<file path="src/hw/cox_pkg.sv">
package cox_pkg;
	typedef enum logic [1:0] {PH_Q1 = 2'h0, PH_Q2 = 2'h1, PH_Q3 = 2'h3, PH_Q4 = 2'h2} cox_phase_t;
	typedef enum logic [2:0] {
		SEQ_NORMAL = 3'h0,
		SEQ_PTR2   = 3'h1,
		SEQ_MOVE2  = 3'h3,
		SEQ_SKIP1  = 3'h2,
		SEQ_SKIP2  = 3'h6
	} cox_seq_t;
	typedef enum logic [3:0] {
		OP_NOP, OP_OR_LIT, OP_OR_REG, OP_MOVE_REG, OP_INC_SKIP, OP_MOVE1, OP_MOVE2,
		OP_PTR1, OP_PTR2, OP_BANK_LIT, OP_MOVE_LIT
	} cox_op_t;
	typedef struct packed {
		cox_op_t     op;
		logic        file_rd;
		logic        wr_w;
		logic        wr_file;
		logic        upd_flags;
		logic        two_word;
		logic        is_w;
		logic [11:0] addr;
	} cox_dec_t;
	// Opcode prefixes
	localparam logic [7:0]  OR_LIT_HI    = 8'h09;
	localparam logic [5:0]  OR_REG_HI    = 6'h04;
	localparam logic [5:0]  MOVE_REG_HI  = 6'h14;
	localparam logic [5:0]  INC_SKIP_HI  = 6'h12;
	localparam logic [3:0]  MOVE_SRC_HI  = 4'hC;
	localparam logic [9:0]  PTR_LOAD_HI  = 10'h3B8;
	localparam logic [7:0]  BANK_LIT_HI  = 8'h01;
	localparam logic [7:0]  MOVE_LIT_HI  = 8'h0E;
	localparam logic [7:0]  JUMP_FAR_HI  = 8'hEF;
	localparam logic [6:0]  CALL_FAR_HI  = 7'h76;
	// Data space layout
	localparam logic [7:0]  ACC_LOW_LAST = 8'h5F;
	localparam logic [3:0]  PAGE_LOW     = 4'h0;
	localparam logic [3:0]  PAGE_HIGH    = 4'hF;
	localparam logic [11:0] W_FILE_ADDR  = 12'hFE8;
	localparam logic [1:0]  PTR_COUNT    = 2'h3;
	localparam logic [1:0]  PTR_INDEXED  = 2'h2;
	localparam logic [3:0]  NIB_ZERO     = 4'h0;
	localparam logic [7:0]  BYTE_ZERO    = 8'h00;
	localparam logic [7:0]  BYTE_ONE     = 8'h01;
	// Software register indices and fields
	localparam logic [3:0]  REG_CTRL     = 4'h0;
	localparam logic [3:0]  REG_WORK     = 4'h1;
	localparam logic [3:0]  REG_BANK     = 4'h2;
	localparam logic [3:0]  REG_STAT     = 4'h3;
	localparam logic [3:0]  REG_PTR0L    = 4'h4;
	localparam logic [3:0]  REG_PTR0H    = 4'h5;
	localparam logic [3:0]  REG_PTR1L    = 4'h6;
	localparam logic [3:0]  REG_PTR1H    = 4'h7;
	localparam logic [3:0]  REG_PTR2L    = 4'h8;
	localparam logic [3:0]  REG_PTR2H    = 4'h9;
	localparam int          CTRL_EXT_BIT = 0;
	localparam int          STAT_Z_BIT   = 0;
	localparam int          STAT_N_BIT   = 1;
endpackage

</file>
<file path="src/hw/cox_exec.sv">
// Local design decisions: the placing of the registers and strobed register access.
`timescale 1ns/1ps
module cox_exec (
	input  wire logic        CORE_CLK,
	input  wire logic        RST,
	input  wire logic [15:0] INSTR,
	output logic             INSTR_ACK,
	output logic [11:0]      FILE_ADDR,
	output logic             FILE_RD,
	input  wire logic [7:0]  FILE_RDATA,
	output logic             FILE_WR,
	output logic [7:0]       FILE_WDATA,
	input  wire logic [3:0]  REG_ADDR,
	input  wire logic [7:0]  REG_WDATA,
	input  wire logic        REG_WR,
	input  wire logic        REG_RD,
	output logic [7:0]       REG_RDATA
);
	cox_pkg::cox_phase_t phase_reg;
	cox_pkg::cox_seq_t   seq_reg;
	cox_pkg::cox_dec_t   dec_reg;
	logic [15:0]         ir_reg;
	logic [7:0]          res_reg;
	logic [7:0]          mv_reg;
	logic [7:0]          w_reg;
	logic                flag_n_reg;
	logic                flag_z_reg;
	logic [3:0]          bsr_reg;
	logic [7:0]          ptr_lo_reg [3];
	logic [3:0]          ptr_hi_reg [3];
	logic [1:0]          ptr_sel_reg;
	logic                ctrl_ext_reg;
	logic [7:0]          rdata_reg;
	logic [7:0]          src_now;
	logic [11:0]         ptr2_addr;
	logic [7:0]          rd_next;
	logic                byte_op;

	function automatic logic is_two_word(input logic [15:0] iw);
		is_two_word = (iw[15:12] == cox_pkg::MOVE_SRC_HI) || (iw[15:6] == cox_pkg::PTR_LOAD_HI)
			|| (iw[15:8] == cox_pkg::JUMP_FAR_HI) || (iw[15:9] == cox_pkg::CALL_FAR_HI);
	endfunction

	function automatic logic [11:0] bank_addr(input logic acc, input logic [7:0] f,
			input logic [3:0] bank, input logic [11:0] ptr, input logic ext);
		if (acc) begin
			bank_addr = {bank, f};
		end else if (ext && f <= cox_pkg::ACC_LOW_LAST) begin
			bank_addr = ptr + {cox_pkg::PAGE_LOW, f};
		end else if (f <= cox_pkg::ACC_LOW_LAST) begin
			bank_addr = {cox_pkg::PAGE_LOW, f};
		end else begin
			bank_addr = {cox_pkg::PAGE_HIGH, f};
		end
	endfunction

	function automatic cox_pkg::cox_dec_t decode(input logic [15:0] iw,
			input cox_pkg::cox_seq_t seq, input logic [3:0] bank,
			input logic [11:0] ptr, input logic ext);
		cox_pkg::cox_dec_t d;
		logic              bop;
		d = '0;
		bop = 1'b0;
		d.two_word = is_two_word(iw);
		case (seq)
			cox_pkg::SEQ_NORMAL: begin
				if (iw[15:8] == cox_pkg::OR_LIT_HI) begin
					d.op = cox_pkg::OP_OR_LIT;
				end else if (iw[15:10] == cox_pkg::OR_REG_HI) begin
					d.op = cox_pkg::OP_OR_REG;
					bop = 1'b1;
				end else if (iw[15:10] == cox_pkg::MOVE_REG_HI) begin
					d.op = cox_pkg::OP_MOVE_REG;
					bop = 1'b1;
				end else if (iw[15:10] == cox_pkg::INC_SKIP_HI) begin
					d.op = cox_pkg::OP_INC_SKIP;
					bop = 1'b1;
				end else if (iw[15:12] == cox_pkg::MOVE_SRC_HI) begin
					d.op = cox_pkg::OP_MOVE1;
					d.addr = iw[11:0];
				end else if (iw[15:6] == cox_pkg::PTR_LOAD_HI) begin
					d.op = cox_pkg::OP_PTR1;
				end else if (iw[15:8] == cox_pkg::BANK_LIT_HI) begin
					d.op = cox_pkg::OP_BANK_LIT;
				end else if (iw[15:8] == cox_pkg::MOVE_LIT_HI) begin
					d.op = cox_pkg::OP_MOVE_LIT;
				end
			end
			cox_pkg::SEQ_PTR2: begin
				d.op = cox_pkg::OP_PTR2;
			end
			cox_pkg::SEQ_MOVE2: begin
				d.op = cox_pkg::OP_MOVE2;
				d.addr = iw[11:0];
			end
			default: begin
				d.op = cox_pkg::OP_NOP;
			end
		endcase
		if (bop) begin
			d.addr = bank_addr(iw[8], iw[7:0], bank, ptr, ext);
		end
		// W lives here, so an access to its file address never strobes FILE_RD or FILE_WR
		d.is_w = (bop || d.op == cox_pkg::OP_MOVE1 || d.op == cox_pkg::OP_MOVE2)
			&& d.addr == cox_pkg::W_FILE_ADDR;
		d.file_rd = (bop || d.op == cox_pkg::OP_MOVE1) && !d.is_w;
		d.upd_flags = d.op == cox_pkg::OP_OR_REG || d.op == cox_pkg::OP_MOVE_REG;
		if (bop) begin
			d.wr_w = !iw[9] || d.is_w;
			d.wr_file = iw[9] && !d.is_w;
		end else if (d.op == cox_pkg::OP_MOVE2) begin
			d.wr_w = d.is_w;
			d.wr_file = !d.is_w;
		end else begin
			d.wr_w = d.op == cox_pkg::OP_OR_LIT || d.op == cox_pkg::OP_MOVE_LIT;
		end
		decode = d;
	endfunction

	function automatic logic [7:0] alu(input cox_pkg::cox_op_t op, input logic [7:0] src,
			input logic [7:0] w, input logic [7:0] lit, input logic [7:0] mv);
		case (op)
			cox_pkg::OP_OR_LIT:   alu = w | lit;
			cox_pkg::OP_OR_REG:   alu = w | src;
			cox_pkg::OP_MOVE_REG: alu = src;
			cox_pkg::OP_MOVE1:    alu = src;
			cox_pkg::OP_INC_SKIP: alu = src + cox_pkg::BYTE_ONE;
			cox_pkg::OP_MOVE2:    alu = mv;
			cox_pkg::OP_MOVE_LIT: alu = lit;
			cox_pkg::OP_BANK_LIT: alu = {cox_pkg::NIB_ZERO, lit[3:0]};
			default:              alu = cox_pkg::BYTE_ZERO;
		endcase
	endfunction

	assign ptr2_addr = {ptr_hi_reg[cox_pkg::PTR_INDEXED], ptr_lo_reg[cox_pkg::PTR_INDEXED]};
	assign src_now = dec_reg.is_w ? w_reg : FILE_RDATA;
	assign byte_op = dec_reg.op inside {cox_pkg::OP_OR_REG, cox_pkg::OP_MOVE_REG,
		cox_pkg::OP_INC_SKIP};
	assign INSTR_ACK = phase_reg == cox_pkg::PH_Q1;
	assign FILE_ADDR = dec_reg.addr;
	assign FILE_RD = phase_reg == cox_pkg::PH_Q2 && dec_reg.file_rd;
	assign FILE_WR = phase_reg == cox_pkg::PH_Q4 && dec_reg.wr_file;
	assign FILE_WDATA = res_reg;
	assign REG_RDATA = rdata_reg;

	always_ff @(posedge CORE_CLK or posedge RST) begin
		if (RST) begin
			phase_reg <= cox_pkg::PH_Q1;
		end else begin
			case (phase_reg)
				cox_pkg::PH_Q1: phase_reg <= cox_pkg::PH_Q2;
				cox_pkg::PH_Q2: phase_reg <= cox_pkg::PH_Q3;
				cox_pkg::PH_Q3: phase_reg <= cox_pkg::PH_Q4;
				default:        phase_reg <= cox_pkg::PH_Q1;
			endcase
		end
	end

	// Decode once per cycle; operands and bank stay frozen until Q4 commits
	always_ff @(posedge CORE_CLK or posedge RST) begin
		if (RST) begin
			ir_reg <= 16'h0000;
			dec_reg <= '0;
		end else if (phase_reg == cox_pkg::PH_Q1) begin
			ir_reg <= INSTR;
			dec_reg <= decode(INSTR, seq_reg, bsr_reg, ptr2_addr, ctrl_ext_reg);
		end
	end

	always_ff @(posedge CORE_CLK or posedge RST) begin
		if (RST) begin
			res_reg <= cox_pkg::BYTE_ZERO;
			mv_reg <= cox_pkg::BYTE_ZERO;
		end else if (phase_reg == cox_pkg::PH_Q3) begin
			res_reg <= alu(dec_reg.op, src_now, w_reg, ir_reg[7:0], mv_reg);
			if (dec_reg.op == cox_pkg::OP_MOVE1) begin
				mv_reg <= src_now;
			end
		end
	end

	always_ff @(posedge CORE_CLK or posedge RST) begin
		if (RST) begin
			w_reg <= cox_pkg::BYTE_ZERO;
		end else if (phase_reg == cox_pkg::PH_Q4 && dec_reg.wr_w) begin
			w_reg <= res_reg;
		end
	end

	always_ff @(posedge CORE_CLK or posedge RST) begin
		if (RST) begin
			flag_n_reg <= 1'b0;
			flag_z_reg <= 1'b0;
		end else if (phase_reg == cox_pkg::PH_Q4 && dec_reg.upd_flags) begin
			flag_n_reg <= res_reg[7];
			flag_z_reg <= res_reg == cox_pkg::BYTE_ZERO;
		end
	end

	// Only the low nibble is stored, so the upper bits cannot become set
	always_ff @(posedge CORE_CLK or posedge RST) begin
		if (RST) begin
			bsr_reg <= cox_pkg::NIB_ZERO;
		end else if (phase_reg == cox_pkg::PH_Q4 && dec_reg.op == cox_pkg::OP_BANK_LIT) begin
			bsr_reg <= res_reg[3:0];
		end
	end

	// Selector 3 is not a pointer; such a load changes no pointer register
	always_ff @(posedge CORE_CLK or posedge RST) begin
		if (RST) begin
			ptr_sel_reg <= 2'h0;
			for (int i = 0; i < 3; i++) begin
				ptr_lo_reg[i] <= cox_pkg::BYTE_ZERO;
				ptr_hi_reg[i] <= cox_pkg::NIB_ZERO;
			end
		end else if (phase_reg == cox_pkg::PH_Q4) begin
			if (dec_reg.op == cox_pkg::OP_PTR1) begin
				ptr_sel_reg <= ir_reg[5:4];
				if (ir_reg[5:4] < cox_pkg::PTR_COUNT) begin
					ptr_hi_reg[ir_reg[5:4]] <= ir_reg[3:0];
				end
			end else if (dec_reg.op == cox_pkg::OP_PTR2 && ptr_sel_reg < cox_pkg::PTR_COUNT) begin
				ptr_lo_reg[ptr_sel_reg] <= ir_reg[7:0];
			end
		end
	end

	always_ff @(posedge CORE_CLK or posedge RST) begin
		if (RST) begin
			seq_reg <= cox_pkg::SEQ_NORMAL;
		end else if (phase_reg == cox_pkg::PH_Q4) begin
			case (seq_reg)
				cox_pkg::SEQ_NORMAL: begin
					if (dec_reg.op == cox_pkg::OP_PTR1) begin
						seq_reg <= cox_pkg::SEQ_PTR2;
					end else if (dec_reg.op == cox_pkg::OP_MOVE1) begin
						seq_reg <= cox_pkg::SEQ_MOVE2;
					end else if (dec_reg.op == cox_pkg::OP_INC_SKIP
							&& res_reg != cox_pkg::BYTE_ZERO) begin
						seq_reg <= cox_pkg::SEQ_SKIP1;
					end
				end
				cox_pkg::SEQ_SKIP1: begin
					seq_reg <= dec_reg.two_word ? cox_pkg::SEQ_SKIP2 : cox_pkg::SEQ_NORMAL;
				end
				default: begin
					seq_reg <= cox_pkg::SEQ_NORMAL;
				end
			endcase
		end
	end

	always_ff @(posedge CORE_CLK or posedge RST) begin
		if (RST) begin
			ctrl_ext_reg <= 1'b0;
		end else if (REG_WR && REG_ADDR == cox_pkg::REG_CTRL) begin
			ctrl_ext_reg <= REG_WDATA[cox_pkg::CTRL_EXT_BIT];
		end
	end

	always_comb begin
		rd_next = cox_pkg::BYTE_ZERO;
		case (REG_ADDR)
			cox_pkg::REG_CTRL:  rd_next[cox_pkg::CTRL_EXT_BIT] = ctrl_ext_reg;
			cox_pkg::REG_WORK:  rd_next = w_reg;
			cox_pkg::REG_BANK:  rd_next = {cox_pkg::NIB_ZERO, bsr_reg};
			cox_pkg::REG_STAT: begin
				rd_next[cox_pkg::STAT_Z_BIT] = flag_z_reg;
				rd_next[cox_pkg::STAT_N_BIT] = flag_n_reg;
			end
			cox_pkg::REG_PTR0L: rd_next = ptr_lo_reg[0];
			cox_pkg::REG_PTR0H: rd_next = {cox_pkg::NIB_ZERO, ptr_hi_reg[0]};
			cox_pkg::REG_PTR1L: rd_next = ptr_lo_reg[1];
			cox_pkg::REG_PTR1H: rd_next = {cox_pkg::NIB_ZERO, ptr_hi_reg[1]};
			cox_pkg::REG_PTR2L: rd_next = ptr_lo_reg[2];
			cox_pkg::REG_PTR2H: rd_next = {cox_pkg::NIB_ZERO, ptr_hi_reg[2]};
			default:            rd_next = cox_pkg::BYTE_ZERO;
		endcase
	end

	// Read data stands for exactly the cycle after the strobe
	always_ff @(posedge CORE_CLK or posedge RST) begin
		if (RST) begin
			rdata_reg <= cox_pkg::BYTE_ZERO;
		end else begin
			rdata_reg <= REG_RD ? rd_next : cox_pkg::BYTE_ZERO;
		end
	end
endmodule

</file>
<file path="config.mk">
export PLATFORM = sky130hd
export DESIGN_NAME = cox_exec
export DESIGN_NICKNAME = d
export VERILOG_FILES = /design/src/hw/cox_pkg.sv /design/src/hw/cox_exec.sv
export SDC_FILE = /design/constraint.sdc
export NUM_CORES = 1
export LEC_CHECK = 0
export BUFFER_PORTS_ARGS = -buffer_cell sky130_fd_sc_hd__clkbuf_2
export CORE_UTILIZATION = 59
export DETAILED_ROUTE_END_ITERATION = 8
export HOLD_SLACK_MARGIN = 0.02
export PLACE_DENSITY = 0.8
export SLEW_MARGIN = 5
export SYNTH_ARGS = -nofsm -noshare
export SYNTH_HDL_FRONTEND = slang
export SYNTH_SLANG_ARGS = --single-unit
</file>
<file path="constraint.sdc">
create_clock -name CORE_CLK -period 6 [get_ports CORE_CLK]
set_input_delay 1.8 -clock CORE_CLK [delete_from_list [all_inputs] [get_ports CORE_CLK]]
set_output_delay 1.8 -clock CORE_CLK [all_outputs]
set_load 0.02 [all_outputs]
</file>
======== Yosys cells after proc, flatten, opt, wreduce, memory -nomap -nowiden ========
Index checks and enable logic that the tools add are counted.
storage, ports and cells
  register bits ........................... 112
  latch bits .............................. 0
  memory bits (writable) .................. 0
  bits in read-only memories .............. 0
  input bits .............................. 40
  output and inout port bits .............. 31
  memories kept ........................... 0
operators by class
  add/subtract/negate cells ............... 2
  multiply operators ...................... 0
  div/mod/pow operators ................... 0
  magnitude comparators ................... 7
  equal/unequal tests ..................... 43
  shifts and indexed selects .............. 0
  multiplexer cells ....................... 48
  bitwise gates (word level) .............. 5
  reductions and logical operators ........ 35
operators by type and width
  kind                  number
  $mux 12               10
  $pmux 8 s7            1
  $pmux 6 s8            1
  $eq 4x3->1 const B    10
  $mux 4                10
  $eq 4x4->1 const B    7
  $bwmux 24             1
  $eq 4x2->1 const B    6
  $mux 8                3
  $pmux 12 s2           1
  $demux 8 s2           1
  $eq 8x4->1 const B    2
  $or 8x8->8            2
  $logic_and 1x1->1     14
  $add 12x8->12         1
  $bwmux 12             1
  $eq 12x12->1 const B  1
  $eq 4x1->1 const B    3
  $eq 6x5->1 const B    2
  $mux 3                4
  $pmux 4 s3            1
  $eq 10x10->1 const B  1
  $pmux 1 s10           1
  $pmux 1 s9            1
  31 further kinds      55

======== Longest topological paths before layout ========
  word-level depth ........................ 18
  gate-level depth with buffers ........... 10
  gate-level depth less buffers ........... 10

======== Least setup slack after synthesis ========
OpenSTA, ideal clock, no wires.
  kind .................................... input to register
  start point ............................. input INSTR[8]
  end point ............................... register dec_reg[12] (netlist bit)
  arrival ................................. 3,851 ps
  setup slack ............................. 2,028 ps
  stages on the path ...................... 8
  path through ............................ buf_4 or4b_4 or3_4 a311oi_4 nor4_1 a31o_1 and3_4 a22o_1
on the way
  word-level cells in the longest chain between the ends .. 15
ends and longest elaborated chain
  what                           RTL line         text
  from (decl)                    cox_exec.sv:6    input wire logic [15:0] INSTR,
  $eq 8x4->1                     cox_exec.sv:85   end else if (iw[15:8] == cox_pkg::MOVE_LIT_HI) begin
  $mux 4                         cox_exec.sv:85
  $mux 4                         cox_exec.sv:83   end else if (iw[15:8] == cox_pkg::BANK_LIT_HI) begin
  $mux 4                         cox_exec.sv:81   end else if (iw[15:6] == cox_pkg::PTR_LOAD_HI) begin
  $mux 4                         cox_exec.sv:78   end else if (iw[15:12] == cox_pkg::MOVE_SRC_HI) begin
  $mux 4                         cox_exec.sv:75   end else if (iw[15:10] == cox_pkg::INC_SKIP_HI) begin
  $mux 4                         cox_exec.sv:72   end else if (iw[15:10] == cox_pkg::MOVE_REG_HI) begin
  $mux 4                         cox_exec.sv:69   end else if (iw[15:10] == cox_pkg::OR_REG_HI) begin
  $mux 4                         cox_exec.sv:67   if (iw[15:8] == cox_pkg::OR_LIT_HI) begin
  $pmux 4 s3                     cox_exec.sv:65   case (seq)
  $mux 4                         cox_exec.sv:164  end else if (phase_reg == cox_pkg::PH_Q1) begin
  $eq 4x3->1                     cox_exec.sv:104  d.is_w = (bop || d.op == cox_pkg::OP_MOVE1 || d.op == cox_pkg::OP_MOVE2)
  $logic_or 1x1->1 (2 in a row)  cox_exec.sv:104
  $logic_and 1x1->1 *            cox_exec.sv:105  && d.addr == cox_pkg::W_FILE_ADDR;
  to (signal assigned)           cox_exec.sv:166  dec_reg <= decode(INSTR, seq_reg, bsr_reg, ptr2_addr, ctrl_ext_reg);
  to (decl)                      cox_exec.sv:21   cox_pkg::cox_dec_t dec_reg;
Mark *: on every way between the ends. The rest lies on a longest branch, timed or not. The select of a mux whose other input is x is not followed.
A chain may end at the register's enable or synchronous reset.

======== Worst setup path in the final report ========
  start point ............................. register phase_reg[0]
  end point ............................... output INSTR_ACK
on the way
  word-level cells in the longest chain between the ends .. 1
ends and longest elaborated chain
  what                    RTL line         text
  from (decl)             cox_exec.sv:19   cox_pkg::cox_phase_t phase_reg;
  from (signal assigned)  cox_exec.sv:148  phase_reg <= cox_pkg::PH_Q1;
  from (signal assigned)  cox_exec.sv:151  cox_pkg::PH_Q1: phase_reg <= cox_pkg::PH_Q2;
  from (signal assigned)  cox_exec.sv:152  cox_pkg::PH_Q2: phase_reg <= cox_pkg::PH_Q3;
  $logic_not 2->1         cox_exec.sv:139  assign INSTR_ACK = phase_reg == cox_pkg::PH_Q1;
  to (decl)               cox_exec.sv:7    output logic INSTR_ACK,
No other way between the ends.

==> flow_metrics.py <==
metrics = {
    "worst_setup_path": {
        "startpoint": "phase_reg[0]",
        "worstReg2RegStart": "seq_reg[2]",
        "crit_required_ns": 4.20,
        "path_max_fanout": 38,
        "r2r_end": "dec_reg[12]",
        "end_kind": "output port",
        "worstSetupStartpointType": "flop",
        "rr_worst_depth": 7,
        "worstSetupPathType": "reg2out",
        "setup.worst_path.end": "INSTR_ACK",
        "r2r_setup_slack_ns": 3.09,
        "worst_ep_arrival_time_ns": 2.47,
    },
    "synth": {
        "ys_seq_area_frac": 0.430,
        "synthFlopType": "dfrtp_1",
        "ys_ff_latch": 112,
        "synth_area_sq_um": 6520,
        "synthTopCellsByArea": "dfrtp_1 (43%), mux2_2 (9.3%), nand2_1 (5.2%), nor2_1 (3.0%), o21ai_0 (2.8%)",
        "ys_types": 75,
        "synth_fp_nets": 732,
        "syn_avg_cell_area_sq_um": 9.56,
        "synth.most_common_cell": "dfrtp_1",
        "synth_edf_count": 0,
        "synth_common_cells": "dfrtp_1 (112), nand2_1 (91), mux2_2 (54)",
        "async_flop_share": 1.00,
        "yosys_warnings": 0,
        "synth_top_area_frac": 0.430,
        "synth_top_cell_by_area": "dfrtp_1",
        "synthCells": 682,
    },
    "placement": {
        "portBuffers": 63,
        "dp_hpwl_um": 12300,
        "gp_congestion": 1.03,
    },
    "timing": {
        "finalSetupViolCount": 0,
        "max_freq_mhz": 234,
        "fin_skew_ns": 0.0112,
        "tns_ns": 0,
        "drv_slew": 0,
        "finalHoldViolations": 0,
        "rsz0062_at_grt": "false",
        "tightestPinTransition_ns": 1.18,
        "post-route-min-period_ns": 4.27,
        "slew_headroom": 0.210,
        "period_share": 0.711,
    },
    "finish": {
        "largest_register_ffs": 16,
        "area_delta_synth_final_pct": 6.80,
        "diodes": 0,
        "fillCellCount": 880,
        "fin_nets": 765,
        "drive_gt1_frac": 0.215,
    },
    "die": {
        "core-area_sq_um": 10800,
        "ios": 71,
        "start_util": 0.604,
        "rows": 38,
        "die_w_um": 107,
        "dieArea_sq_um": 11500,
        "die_h_um": 107,
    },
    "pwr": {
        "pwr-share-comb": 0.136,
        "ir_drop_mv": 0.171,
        "switching_share": 0.305,
        "power.switching_mw": 0.441,
        "report.power.total_mw": 1.45,
        "p_int_mw": 1.01,
        "pwr-share-clk": 0.294,
        "p_seq_frac": 0.570,
        "p_leak_nw": 3.12,
        "cellPowerDensity_nw_per_um2": 208,
    },
    "clocking": {
        "cts-root-buf": "clkbuf_8",
        "cts-buffers-inserted": 9,
        "cts.htree.levels": 3,
        "clk_pin_slew_worst_paths_ns": 0.10,
        "ctsResizeCount": 0,
        "clkLatencyLatePin_ns": 0.40,
        "cts_tree": "done",
        "holdBufCountCts": 0,
        "cts_buffer_depth": 2,
        "cts_sinks": 112,
        "cts_setup_buffers": 0,
    },
    "detailed_routing": {
        "wl_um": 16700,
        "vias_per_cell": 6.48,
        "wl_per_cell_um": 19.4,
        "ant_nets": 0,
        "drtIter0Drc": 376,
        "first_pass_iters": 5,
        "vias": 5576,
        "drc_errors": 0,
    },
    "global_route": {
        "grt_max_degree": 72,
        "grt_usage": 0.310,
        "gr-total-overflow": 0,
        "grt_pass1_wl_um": 27200,
        "grt_pass1_vias": 5399,
        "antenna_found_initial": 0,
    },
    "flow_run": {
        "maxCapViolCount": 0,
    },
    "status": {
        "status": "finished, final reports clean",
    },
    "worst_hold_path": {
        "hp-class": "reg2reg",
    },
}
## layout by cell type (no fill, tap or decap), types with 3 or more instances in the layout
cell type | netlist | layout
nor2b_1 | 14 | 14
and3_1 | 3 | 3
o211ai_1 | 8 | 8
a22o_1 | 6 | 6
a221oi_1 | 13 | 13
nand3b_1 | 6 | 6
clkbuf_8 | 0 | 9
a22oi_1 | 9 | 9
mux2i_1 | 11 | 11
nor3_1 | 14 | 14
o221ai_1 | 6 | 6
nor4_1 | 9 | 9
o21ai_0 | 37 | 37
ha_1 | 9 | 9
inv_1 | 17 | 16
o21a_1 | 3 | 3
xnor2_1 | 7 | 7
a31oi_1 | 16 | 16
or4_1 | 3 | 3
mux2_2 | 54 | 54
nand3_1 | 14 | 14
xor2_1 | 5 | 5
a211oi_1 | 7 | 7
o31ai_1 | 7 | 7
a21oi_1 | 36 | 36
nand2_1 | 91 | 91
and2_1 | 5 | 5
nor4b_2 | 3 | 3
nor3b_1 | 4 | 4
a32oi_1 | 3 | 3
nor2_1 | 52 | 52
or3_1 | 5 | 5
nand2b_1 | 5 | 5
clkbuf_2 | 0 | 63
dfrtp_1 | 112 | 112
## kinds of logic (layout without fill, tap and decap cells)
family          Yosys count  after routing  synth area share
fa+ha+maj                10             10            0.0203
mux                      65             65             0.110
flops                   112            112             0.430
buf+inv                  61             99            0.0466
simple gates            245            245             0.189
compound gates          177            177             0.188
xor+xnor                 12             12            0.0161
## layer usage
layer | track usage | routed length [um]
met1 | 0.400 | 6940
met2 | 0.524 | 8110
met3 | 0.0529 | 1280
met4 | 0.116 | 359
met5 | 0 | 0
## worst max-delay path, stage by stage, from the launching register on
cell and delay, ns:
dfrtp_1 0.46, or2_2 0.59, inv_1 0.70, clkbuf_2 0.29
## power by group through the flow
stage / sequential [mW] / combinational, mW / clock [mW]
after floorplan: 0.818 / 0.153 / 0
after global placement: 0.836 / 0.187 / 0
after detailed placement: 0.838 / 0.195 / 0
after CTS: 0.824 / 0.196 / 0.433
after global routing: 0.830 / 0.218 / 0.457
final: 0.825 / 0.197 / 0.426
## per-stage QoR
stage	area, sq um	hold WS, ns	worst slack, ns	cells	utilization
after floorplan	6520	0.447	1.24	682	-
after global placement	6790	0.462	1.73	844	0.629
after detailed placement	6790	0.473	1.67	844	0.629
after CTS	6960	0.496	1.73	860	0.645
after global routing	6960	0.515	1.59	860	0.645
final	6960	0.490	1.73	860	0.645
## area by class of cell
type / count / area, sq um / area share
Multi-Input combinational cell: 509 / 3410 / 0.490
Sequential cell: 112 / 2800 / 0.403
Timing Repair Buffer: 65 / 330 / 0.0475
Tap cell: 140 / 175 / 0.0252
Clock buffer: 11 / 131 / 0.0189
Inverter: 18 / 70.1 / 0.0101
Clock inverter: 5 / 40.0 / 0.00575
## how the worst min path moves through the flow
| stage | end | slack, ns | depth (start not counted) | start |
|---|---|---|---|---|
| 5_1_grt | FILE_ADDR[11] | 0.52 | 2 | FILE_ADDR[11] |
| 3_3_place_gp | FILE_ADDR[11] | 0.46 | 2 | FILE_ADDR[11] |
| 2_1_floorplan | FILE_ADDR[8] | 0.45 | 2 | FILE_ADDR[8] |
| 3_5_place_dp | FILE_ADDR[11] | 0.47 | 2 | FILE_ADDR[11] |
| 4_1_cts | FILE_ADDR[11] | 0.50 | 2 | FILE_ADDR[11] |
| 6_report | FILE_ADDR[11] | 0.49 | 2 | FILE_ADDR[11] |
Power figures use the tool's default switching activity.
